`src/design/vci_defs.vh`:
```
// register offsets, command and status codes and sizes of the command interface
// assumes apb byte addresses with one 32-bit word per register half
`ifndef VCI_DEFS_VH
`define VCI_DEFS_VH
`define VCI_CMD_LO      12'he00
`define VCI_CMD_HI      12'he04
`define VCI_EXT_LO      12'he08
`define VCI_EXT_HI      12'he0c
`define VCI_RSP_LO      12'he10
`define VCI_RSP_HI      12'he14
`define VCI_CTL         12'he40
`define VCI_POOL        12'he44
`define VCI_OP_NULL     8'h00
`define VCI_OP_ALLOC    8'h01
`define VCI_OP_FREE     8'h02
`define VCI_SC_OK       7'h00
`define VCI_SC_UNDEF    7'h01
`define VCI_SC_SPEC     7'h10
`define VCI_POOL_N      32
`define VCI_EXEC_CYC    2
`define VCI_CTL_RST     2'h3
`endif

```
`src/design/vci_top.v`:
```
// apb slave for virtual command submission with a small pasid pool
// assumes one clock pclk, async active-low presetn, apb master outside
//
// Register access over APB was left to the implementer.
`timescale 1ns/1ps
`include "vci_defs.vh"

// Contract
// command register at e00h: code 7:0, operand 63:16, bits 15:8 read zero
// while in progress, writes to code, operand and extra operand are dropped
// accepted code write clears response then sets in-progress
// code 0 null, 1 allocate pasid, 2 free pasid, others reserved
// free pasid takes the pasid from bits 35:16, ignores 63:36
// extra operand register at e08h, 64 bits, unused by defined commands
// without command support, both registers read zero and ignore writes
// response at e10h, bit 0 in-progress, cleared on completion
// status in response 7:1: zero success, one undefined command
// allocate returns pasid in 35:16 or status 16; free invalid gives 16
// reserved codes finish with undefined status, zero result, flag cleared
module vci_top
(
    input  wire        pclk,
    input  wire        presetn,
    input  wire        psel,
    input  wire        penable,
    input  wire        pwrite,
    input  wire [11:0] paddr,
    input  wire [31:0] pwdata,
    output reg  [31:0] prdata,
    output reg         pready,
    output reg         pslverr,
    output reg         busy
);

    localparam [2:0] ST_IDLE = 3'b001;
    localparam [2:0] ST_EXEC = 3'b010;
    localparam [2:0] ST_DONE = 3'b100;

    reg [2:0]               state;
    reg [7:0]               cmd_code;
    reg [47:0]              first_operand;
    reg [63:0]              second_operand;
    reg                     in_progress_flag;
    reg [6:0]               completion_status;
    reg [47:0]              completion_result;
    reg                     virtual_command_support;
    reg                     free_support;
    reg [`VCI_POOL_N-1:0]   pool_used;
    reg [1:0]               exec_cnt;
    reg [4:0]               free_idx;
    reg                     free_found;
    reg [31:0]              rd_word;
    integer                 i;

    wire        acc     = psel & penable & ~pready;
    wire        wr      = acc & pwrite;
    wire        vcs_ok  = virtual_command_support;
    wire        open_wr = vcs_ok & ~in_progress_flag;
    wire [19:0] free_pasid = first_operand[19:0];
    wire        wr_cmd_lo  = wr & open_wr & (paddr == `VCI_CMD_LO);
    wire        wr_cmd_hi  = wr & open_wr & (paddr == `VCI_CMD_HI);
    wire        wr_ext_lo  = wr & open_wr & (paddr == `VCI_EXT_LO);
    wire        wr_ext_hi  = wr & open_wr & (paddr == `VCI_EXT_HI);
    wire        wr_ctl     = wr & ~in_progress_flag & (paddr == `VCI_CTL);

    function mapped;
        input [11:0] a;
        begin
            mapped = (a == `VCI_CMD_LO) || (a == `VCI_CMD_HI) || (a == `VCI_EXT_LO) ||
                     (a == `VCI_EXT_HI) || (a == `VCI_RSP_LO) || (a == `VCI_RSP_HI) ||
                     (a == `VCI_CTL) || (a == `VCI_POOL);
        end
    endfunction

    always @*
    begin
        free_idx   = 5'h00;
        free_found = 1'b0;
        for (i = `VCI_POOL_N - 1; i >= 0; i = i - 1)
        begin
            if (!pool_used[i])
            begin
                free_idx   = i[4:0];
                free_found = 1'b1;
            end
        end
    end

    always @*
    begin
        rd_word = 32'h0000_0000;
        case (paddr)
            `VCI_CMD_LO: rd_word = {first_operand[15:0], 8'h00, cmd_code};
            `VCI_CMD_HI: rd_word = first_operand[47:16];
            `VCI_EXT_LO: rd_word = second_operand[31:0];
            `VCI_EXT_HI: rd_word = second_operand[63:32];
            `VCI_RSP_LO: rd_word = {completion_result[15:0], 8'h00,
                                    completion_status, in_progress_flag};
            `VCI_RSP_HI: rd_word = completion_result[47:16];
            `VCI_CTL:    rd_word = {30'h0, free_support, virtual_command_support};
            `VCI_POOL:   rd_word = pool_used;
            default:     rd_word = 32'h0000_0000;
        endcase
        if (!vcs_ok && paddr != `VCI_CTL && paddr != `VCI_POOL)
        begin
            rd_word = 32'h0000_0000;
        end
    end

    always @(posedge pclk or negedge presetn)
    begin
        if (!presetn)
        begin
            pready   <= 1'b0;
            pslverr  <= 1'b0;
            prdata   <= 32'h0000_0000;
        end
        else
        begin
            pready  <= acc;
            pslverr <= acc & ~mapped(paddr);
            prdata  <= (acc & ~pwrite) ? rd_word : 32'h0000_0000;
        end
    end

    always @(posedge pclk or negedge presetn)
    begin
        if (!presetn)
        begin
            second_operand                          <= 64'h0;
            {free_support, virtual_command_support} <= `VCI_CTL_RST;
        end
        else
        begin
            if (wr_ctl)
            begin
                virtual_command_support <= pwdata[0];
                free_support            <= pwdata[1];
            end
            if (wr_ext_lo)
                second_operand[31:0]  <= pwdata;
            if (wr_ext_hi)
                second_operand[63:32] <= pwdata;
        end
    end

    always @(posedge pclk or negedge presetn)
    begin
        if (!presetn)
        begin
            state                   <= ST_IDLE;
            cmd_code                <= 8'h00;
            first_operand           <= 48'h0;
            in_progress_flag        <= 1'b0;
            completion_status       <= 7'h00;
            completion_result       <= 48'h0;
            pool_used               <= {`VCI_POOL_N{1'b0}};
            exec_cnt                <= 2'h0;
            busy                    <= 1'b0;
        end
        else
        begin
            if (wr_cmd_hi)
                first_operand[47:16] <= pwdata;
            case (state)
                ST_IDLE:
                begin
                    if (wr_cmd_lo)
                    begin
                        cmd_code            <= pwdata[7:0];
                        first_operand[15:0] <= pwdata[31:16];
                        completion_status   <= 7'h00;
                        completion_result   <= 48'h0;
                        in_progress_flag    <= 1'b1;
                        busy                <= 1'b1;
                        exec_cnt            <= 2'd0;
                        state               <= ST_EXEC;
                    end
                end
                ST_EXEC:
                begin
                    exec_cnt <= exec_cnt + 2'd1;
                    if (exec_cnt == (`VCI_EXEC_CYC - 1))
                        state <= ST_DONE;
                end
                ST_DONE:
                begin
                    case (cmd_code)
                        `VCI_OP_NULL: completion_status <= `VCI_SC_OK;
                        `VCI_OP_ALLOC:
                        begin
                            if (free_found)
                            begin
                                pool_used[free_idx] <= 1'b1;
                                completion_result   <= {28'h0, 15'h0, free_idx};
                                completion_status   <= `VCI_SC_OK;
                            end
                            else
                                completion_status <= `VCI_SC_SPEC;
                        end
                        `VCI_OP_FREE:
                        begin
                            if (!free_support)
                                completion_status <= `VCI_SC_UNDEF;
                            else if (free_pasid < `VCI_POOL_N && pool_used[free_pasid[4:0]])
                            begin
                                pool_used[free_pasid[4:0]] <= 1'b0;
                                completion_status <= `VCI_SC_OK;
                            end
                            else
                                completion_status <= `VCI_SC_SPEC;
                        end
                        default: completion_status <= `VCI_SC_UNDEF;
                    endcase
                    in_progress_flag <= 1'b0;
                    busy             <= 1'b0;
                    state            <= ST_IDLE;
                end
                default: state <= ST_IDLE;
            endcase
        end
    end

endmodule

```
`config.mk`:
```
export PLATFORM = sky130hd
export DESIGN_NAME = vci_top
export DESIGN_NICKNAME = d
export VERILOG_FILES = /design/src/design/vci_top.v
export VERILOG_INCLUDE_DIRS = /design/src /design/src/design
export SDC_FILE = /design/constraint.sdc
export NUM_CORES = 1
export LEC_CHECK = 0
export BUFFER_PORTS_ARGS = -buffer_cell sky130_fd_sc_hd__buf_4
export CAP_MARGIN = 20
export CORE_MARGIN = 1.5
export CORE_UTILIZATION = 53
export CTS_CLUSTER_SIZE = 28
export DETAILED_ROUTE_END_ITERATION = 7
export GPL_TIMING_DRIVEN = 0
export PLACE_DENSITY = 0.72
export SLEW_MARGIN = 20
export SYNTH_ARGS = -nofsm -noshare
export SYNTH_HDL_FRONTEND = slang
export SYNTH_SLANG_ARGS = --single-unit
```
`constraint.sdc`:
```
create_clock -name pclk -period 4.7 [get_ports pclk]
set_input_delay 0.94 -clock pclk [delete_from_list [all_inputs] [get_ports pclk]]
set_output_delay 0.94 -clock pclk [all_outputs]
set_load 0.005 [all_outputs]
```
After elaboration in Yosys (flattened, before gate mapping)
Index checks and enable logic that the tools add are counted.
{ "word_totals": {"reg_bits": 249, "output_inout_bits": 35, "word_cells": 182} }
{ "op_classes": {"add_sub_neg": 1, "n_lt_le_gt_ge": 5, "n_eq_ne": 23, "mux": 94, "bitwise": 20, "reduce_logical": 23} }
{ "ops": {"columns": ["op", "n"], "rows": [
  ["$pmux W32 S8", 1],
  ["$mux W5", 35],
  ["$mux W32", 5],
  ["$mux W48", 3],
  ["$eq A12 B12 Y1 const B", 8],
  ["$pmux W48 S2", 1],
  ["$pmux W32 S2", 1],
  ["$mux W1", 36],
  ["$and A32 B32 Y32", 1],
  ["$not A32 Y32", 1],
  ["$or A32 B32 Y32", 1],
  ["$ne A12 B12 Y1 const B", 2],
  ["$lt A20 B6 Y1 const B", 1],
  ["$pmux W5 S3", 1],
  ["$pmux W7 S2", 1],
  ["$and A1 B1 Y1", 13],
  ["$lt A5 B6 Y1 const B", 2],
  ["$ne A2 B2 Y1 const B", 6],
  ["$demux W1 S5", 2],
  ["$ge A5 B1 Y1 const B", 2],
  ["$eq A8 B1 Y1 const B", 1],
  ["$eq A8 B2 Y1 const B", 1],
  ["$logic_not A8 Y1", 1],
  ["$reduce_and A2 Y1", 4],
  ["other kinds (20)", 36]
]} }

Longest topological paths before layout
{ "logic_depth": {"ltp_word": 39, "depth_mapped": 10} }

Least setup slack after synthesis
No wires, ideal clock.
{ "synth_timing": {"path_kind": "input -> register", "start": "input paddr[1]", "end": "register first_operand[28]", "setup_time_ns": 0.125, "arrival_ns": 2.594, "required_ns": 4.575, "path_slack_ns": 1.981, "stages": 9, "path_buffers": 3, "cell_sequence": "nor4b_1 nand3_1 nor3b_2 and2_1 buf_4 and3_1 buf_4 buf_4 mux2_2"} }
{ "synth_via": {"elab_chain_cells": 2} }
{ "synth_rtl": {"columns": ["element", "line", "source"], "rows": [
  ["start: declaration", "vci_top.v:27", "input wire [11:0] paddr,"],
  ["$eq A12 B12 Y1", null, null],
  ["$and A1 B1 Y1", "vci_top.v:61", "wire wr_cmd_hi = wr & open_wr & (paddr == `VCI_CMD_HI);"],
  ["end signal: assignment", "vci_top.v:164", "first_operand[47:16] <= pwdata;"],
  ["end: declaration", "vci_top.v:41", "reg [47:0] first_operand;"]
]} }
Every way passes these cells.
A chain may end at the register's enable or synchronous reset.

Final worst setup path
{ "layout_timing": {"start": "input paddr[9]", "end": "register prdata[30]"} }
{ "layout_via": {"elab_chain_cells": 5, "word_cells_on_any_way": 15, "cone_classes": "10 x eq/ne; 3 x mux; 2 x reduce/logical"} }
{ "layout_rtl": {"columns": ["element", "line", "source"], "rows": [
  ["branches (longest 3 deep; another with $pmux W32 S8)", null, null],
  ["$mux W32 (*)", "vci_top.v:104", "if (!vcs_ok && paddr != `VCI_CTL && paddr != `VCI_POOL)"],
  ["$mux W32 (*)", "vci_top.v:122", "prdata <= (acc & ~pwrite) ? rd_word : 32'h0000_0000;"],
  ["end signal: assignment", "vci_top.v:122", null],
  ["end: declaration", "vci_top.v:29", "output reg [31:0] prdata,"]
]} }
Every way passes the cells marked *.

==> results.py <==
metrics = {
    "run_status": {
        "outcome": "complete, no violations",
    },
    "cts": {
        "clock-root-buffer": "clkbuf_16",
        "htreeDepth": 1,
        "tritoncts": "yes",
        "cts.sinks": 201,
        "clk_pin_slew_ns": 0.06,
        "postCtsHoldBufs": 0,
        "worstSkewPairLatency_ns": 0.52,
        "cts_buffer_depth": 3,
        "postCtsSetupBuffers": 0,
        "cts_buffers": 23,
        "cts_resized": 0,
    },
    "finish": {
        "final-instance-count-excl-fill": 1148,
        "finalInstanceArea_sq_mm": 0.0113,
        "nets": 957,
        "register_area_sq_mm": 0.00503,
        "fill_cells": 1376,
        "antennaDiodeCount": 0,
        "final_layout_size_suffix_gt1_share_pct": 33.4,
        "multi_input_area_sq_mm": 0.00413,
        "area_growth_syn_to_layout_pct": 19.2,
    },
    "yosys": {
        "synth_top_area_cell": "dfrtp_1",
        "synth_area_leaders": "dfrtp_1 52%, mux2_2 15%, mux2i_1 2.8%",
        "synth_cell_types": 64,
        "post-synth-top-count-cell": "dfrtp_1",
        "synth_seq_cells": 201,
        "synth_seq_area_share_pct": 52.9,
        "synth_top_cell_area_share_pct": 52.1,
        "synth-async-reset-ratio_pct": 100,
        "ys.flop_type": "dfrtp_1",
        "synthTopCellsByCount": "198 x dfrtp_1, 124 x mux2_2, 53 x a21oi_1, 44 x nor2_1, 43 x nand2_1",
        "synth_edf_count": 0,
        "yosys_warnings": 0,
        "syn_avg_cell_area_sq_um": 11.9,
        "syn_area_sq_mm": 0.00951,
        "synthCells": 798,
        "syn_nets": 848,
    },
    "sta": {
        "tns_ns": 0,
        "clock.fmax_ghz": 0.347,
        "setup_slack_ns": 1.82,
        "slew_violations": 0,
        "fin_skew_ns": 0.0129,
        "min_period_ns": 2.88,
        "setup_violations": 0,
        "max_slew_margin_pct": 40.5,
        "hold_violations": 0,
        "tightestPinTransition_ns": 0.893,
        "rsz0062_at_grt": "false",
        "period_share_pct": 61.3,
    },
    "place": {
        "place.gp.congestion": 0.945,
        "port_buffers": 82,
        "placed_cell_area_sq_mm": 0.0105,
        "hpwl_mm": 18.0,
        "place_ws_ns": 1.31,
        "dp.cells": 1107,
    },
    "critical_path": {
        "max_stage_delay_ns": 0.68,
        "cp_top_family": "buffers and inverters",
        "critPathLaunchType": "input pin",
        "startpoint": "paddr[9]",
        "crit_fanout": 10,
        "r2r_slack_ns": 2.00,
        "worst_path_max_delay_cell": "o311ai_1",
        "end_kind": "register",
        "worstSetupPathType": "input pin to register",
        "worstPathArrival_ns": 3.23,
        "timing.rr.end": "pool_used[3]",
        "cp_num_buf_inv": 3,
        "worstReg2RegStart": "pool_used[8]",
        "crit_chain": "buf_4 > nor4b_1 > nand3_1 > nor3b_2 > and4b_1 > buf_2 > o311ai_1 > clkbuf_1 > a21oi_1",
        "reg2reg_depth": 8,
        "required_ns": 5.05,
    },
    "power_and_ir_drop": {
        "power_switching_w": 0.000789,
        "vdd_drop_max_uv": 346,
        "p_per_area_mw_per_mm2": 338,
        "power_w": 0.00383,
        "p_comb_share_pct": 2.7,
        "power_frac_clock_pct": 52.1,
        "p_seq_share_pct": 45.2,
        "leakagePower_nw": 5.19,
        "p_int_w": 0.00304,
        "swShare_pct": 20.6,
    },
    "flow_run": {
        "cap_violations": 0,
    },
    "route": {
        "ant_nets": 0,
        "wl_per_cell_um": 22.7,
        "wl_mm": 26.1,
        "vias": 7254,
        "firstDrtPassIters": 6,
        "post_drt_via_cell_ratio": 6.32,
        "drtIter0Drc": 743,
        "drc_errors": 0,
    },
    "grt": {
        "grt_first_pass_wirelength_mm": 41.0,
        "grtUsageTotal_pct": 29.1,
        "grt_max_degree": 101,
        "grt_pass1_vias": 7255,
        "grt_antenna_before_repair": 0,
        "overflow": 0,
    },
    "floorplan": {
        "dieArea_sq_mm": 0.0188,
        "die_h_um": 137,
        "io_pins": 84,
        "die_w_um": 137,
        "core_sq_mm": 0.0174,
        "start_util_pct": 54.6,
        "num_rows": 48,
    },
    "hold_path": {
        "min_path_type": "input pin to async pin",
    },
}
==> cell families (layout without fill, tap and decap cells) <==
| kind of cell | count (synthesis) | count (layout) | share of synthesized area, % |
|---|---|---|---|
| compound gates | 191 | 191 | 13.7 |
| fa+ha+maj | 1 | 1 | 0.132 |
| buf+inv | 68 | 193 | 3.63 |
| flops | 201 | 201 | 52.9 |
| mux | 163 | 163 | 20.0 |
| simple gates | 174 | 174 | 9.64 |
==> placed cells by master, fill, tap and decap left out, drive strengths merged, types with 6 or more instances in the layout <==
master / synthesis / layout
dfrtp: 198 / 198
nor2b: 6 / 6
mux4: 8 / 8
o22ai: 7 / 7
and3: 6 / 6
a21oi: 53 / 53
buf: 32 / 116
inv: 13 / 14
nor2: 45 / 45
and2: 6 / 6
nand2: 43 / 43
o31ai: 32 / 32
o21ai: 37 / 37
a222oi: 14 / 14
nand4: 16 / 16
mux2i: 27 / 27
nor4: 7 / 7
clkbuf: 23 / 53
nand3: 16 / 16
mux2: 128 / 128
o41ai: 8 / 8
a22oi: 19 / 19
==> sequential cells by signal (all words and copies together), names as in the netlist <==
register           cells
first_operand         48
pready                 1
vcs_ok                 1
completion_status      2
state                  3
free_support           1
exec_cnt               2
cmd_code               8
second_operand        64
in_progress_flag       1
pslverr                1
completion_result      5
pool_used             32
prdata                32
==> layout make-up <==
type                            count  share of cell area [%]
Tap cell                          225                    2.48
Clock buffer                       30                    5.84
Timing Repair Buffer               84                    5.98
Buffer                             55                    2.62
Inverter                           13                   0.430
Clock inverter                     11                    1.78
Sequential cell                   201                    44.4
Multi-Input combinational cell    529                    36.5
==> worst max path at each step <==
| stage | endpoint | slack, ns | cells after the start |
|---|---|---|---|
| finish | prdata[30] | 1.82 | 9 |
| detailed placement | prdata[30] | 1.31 | 9 |
| global placement | second_operand[56] | 1.34 | 1 |
| CTS | prdata[30] | 1.85 | 9 |
| floorplan | first_operand[28] | 1.98 | 9 |
| global route | prdata[20] | 1.78 | 9 |
==> power groups by stage <==
stage / sequential [W] / combinational, W / clock, W
after floorplan: 0.00176 / 0.0000163 / 0
after global placement: 0.00176 / 0.000100 / 0
after detailed placement: 0.00176 / 0.000107 / 0
after CTS: 0.00173 / 0.000107 / 0.00201
after global routing: 0.00173 / 0.000117 / 0.00209
final: 0.00173 / 0.000104 / 0.00200
==> metrics by stage <==
step           utilization [%]  hold WS, ns
3_5_place_dp              60.1        0.482
5_1_grt                   65.1        0.204
2_1_floorplan                -        0.458
4_1_cts                   65.1        0.210
6_report                  65.1        0.217
3_3_place_gp              59.8        0.468
==> layer usage <==
layer	wire length (um)	track usage [%]	part of all wire, %	up-vias
li1	-	-	-	3221
met1	11300	41.4	43	3629
met2	12100	45.4	47	340
met3	1840	4.67	7.0	64
met4	842	10.2	3.2	0
met5	0	0	0	-
Note: power is estimated with default switching activity, not from simulation.
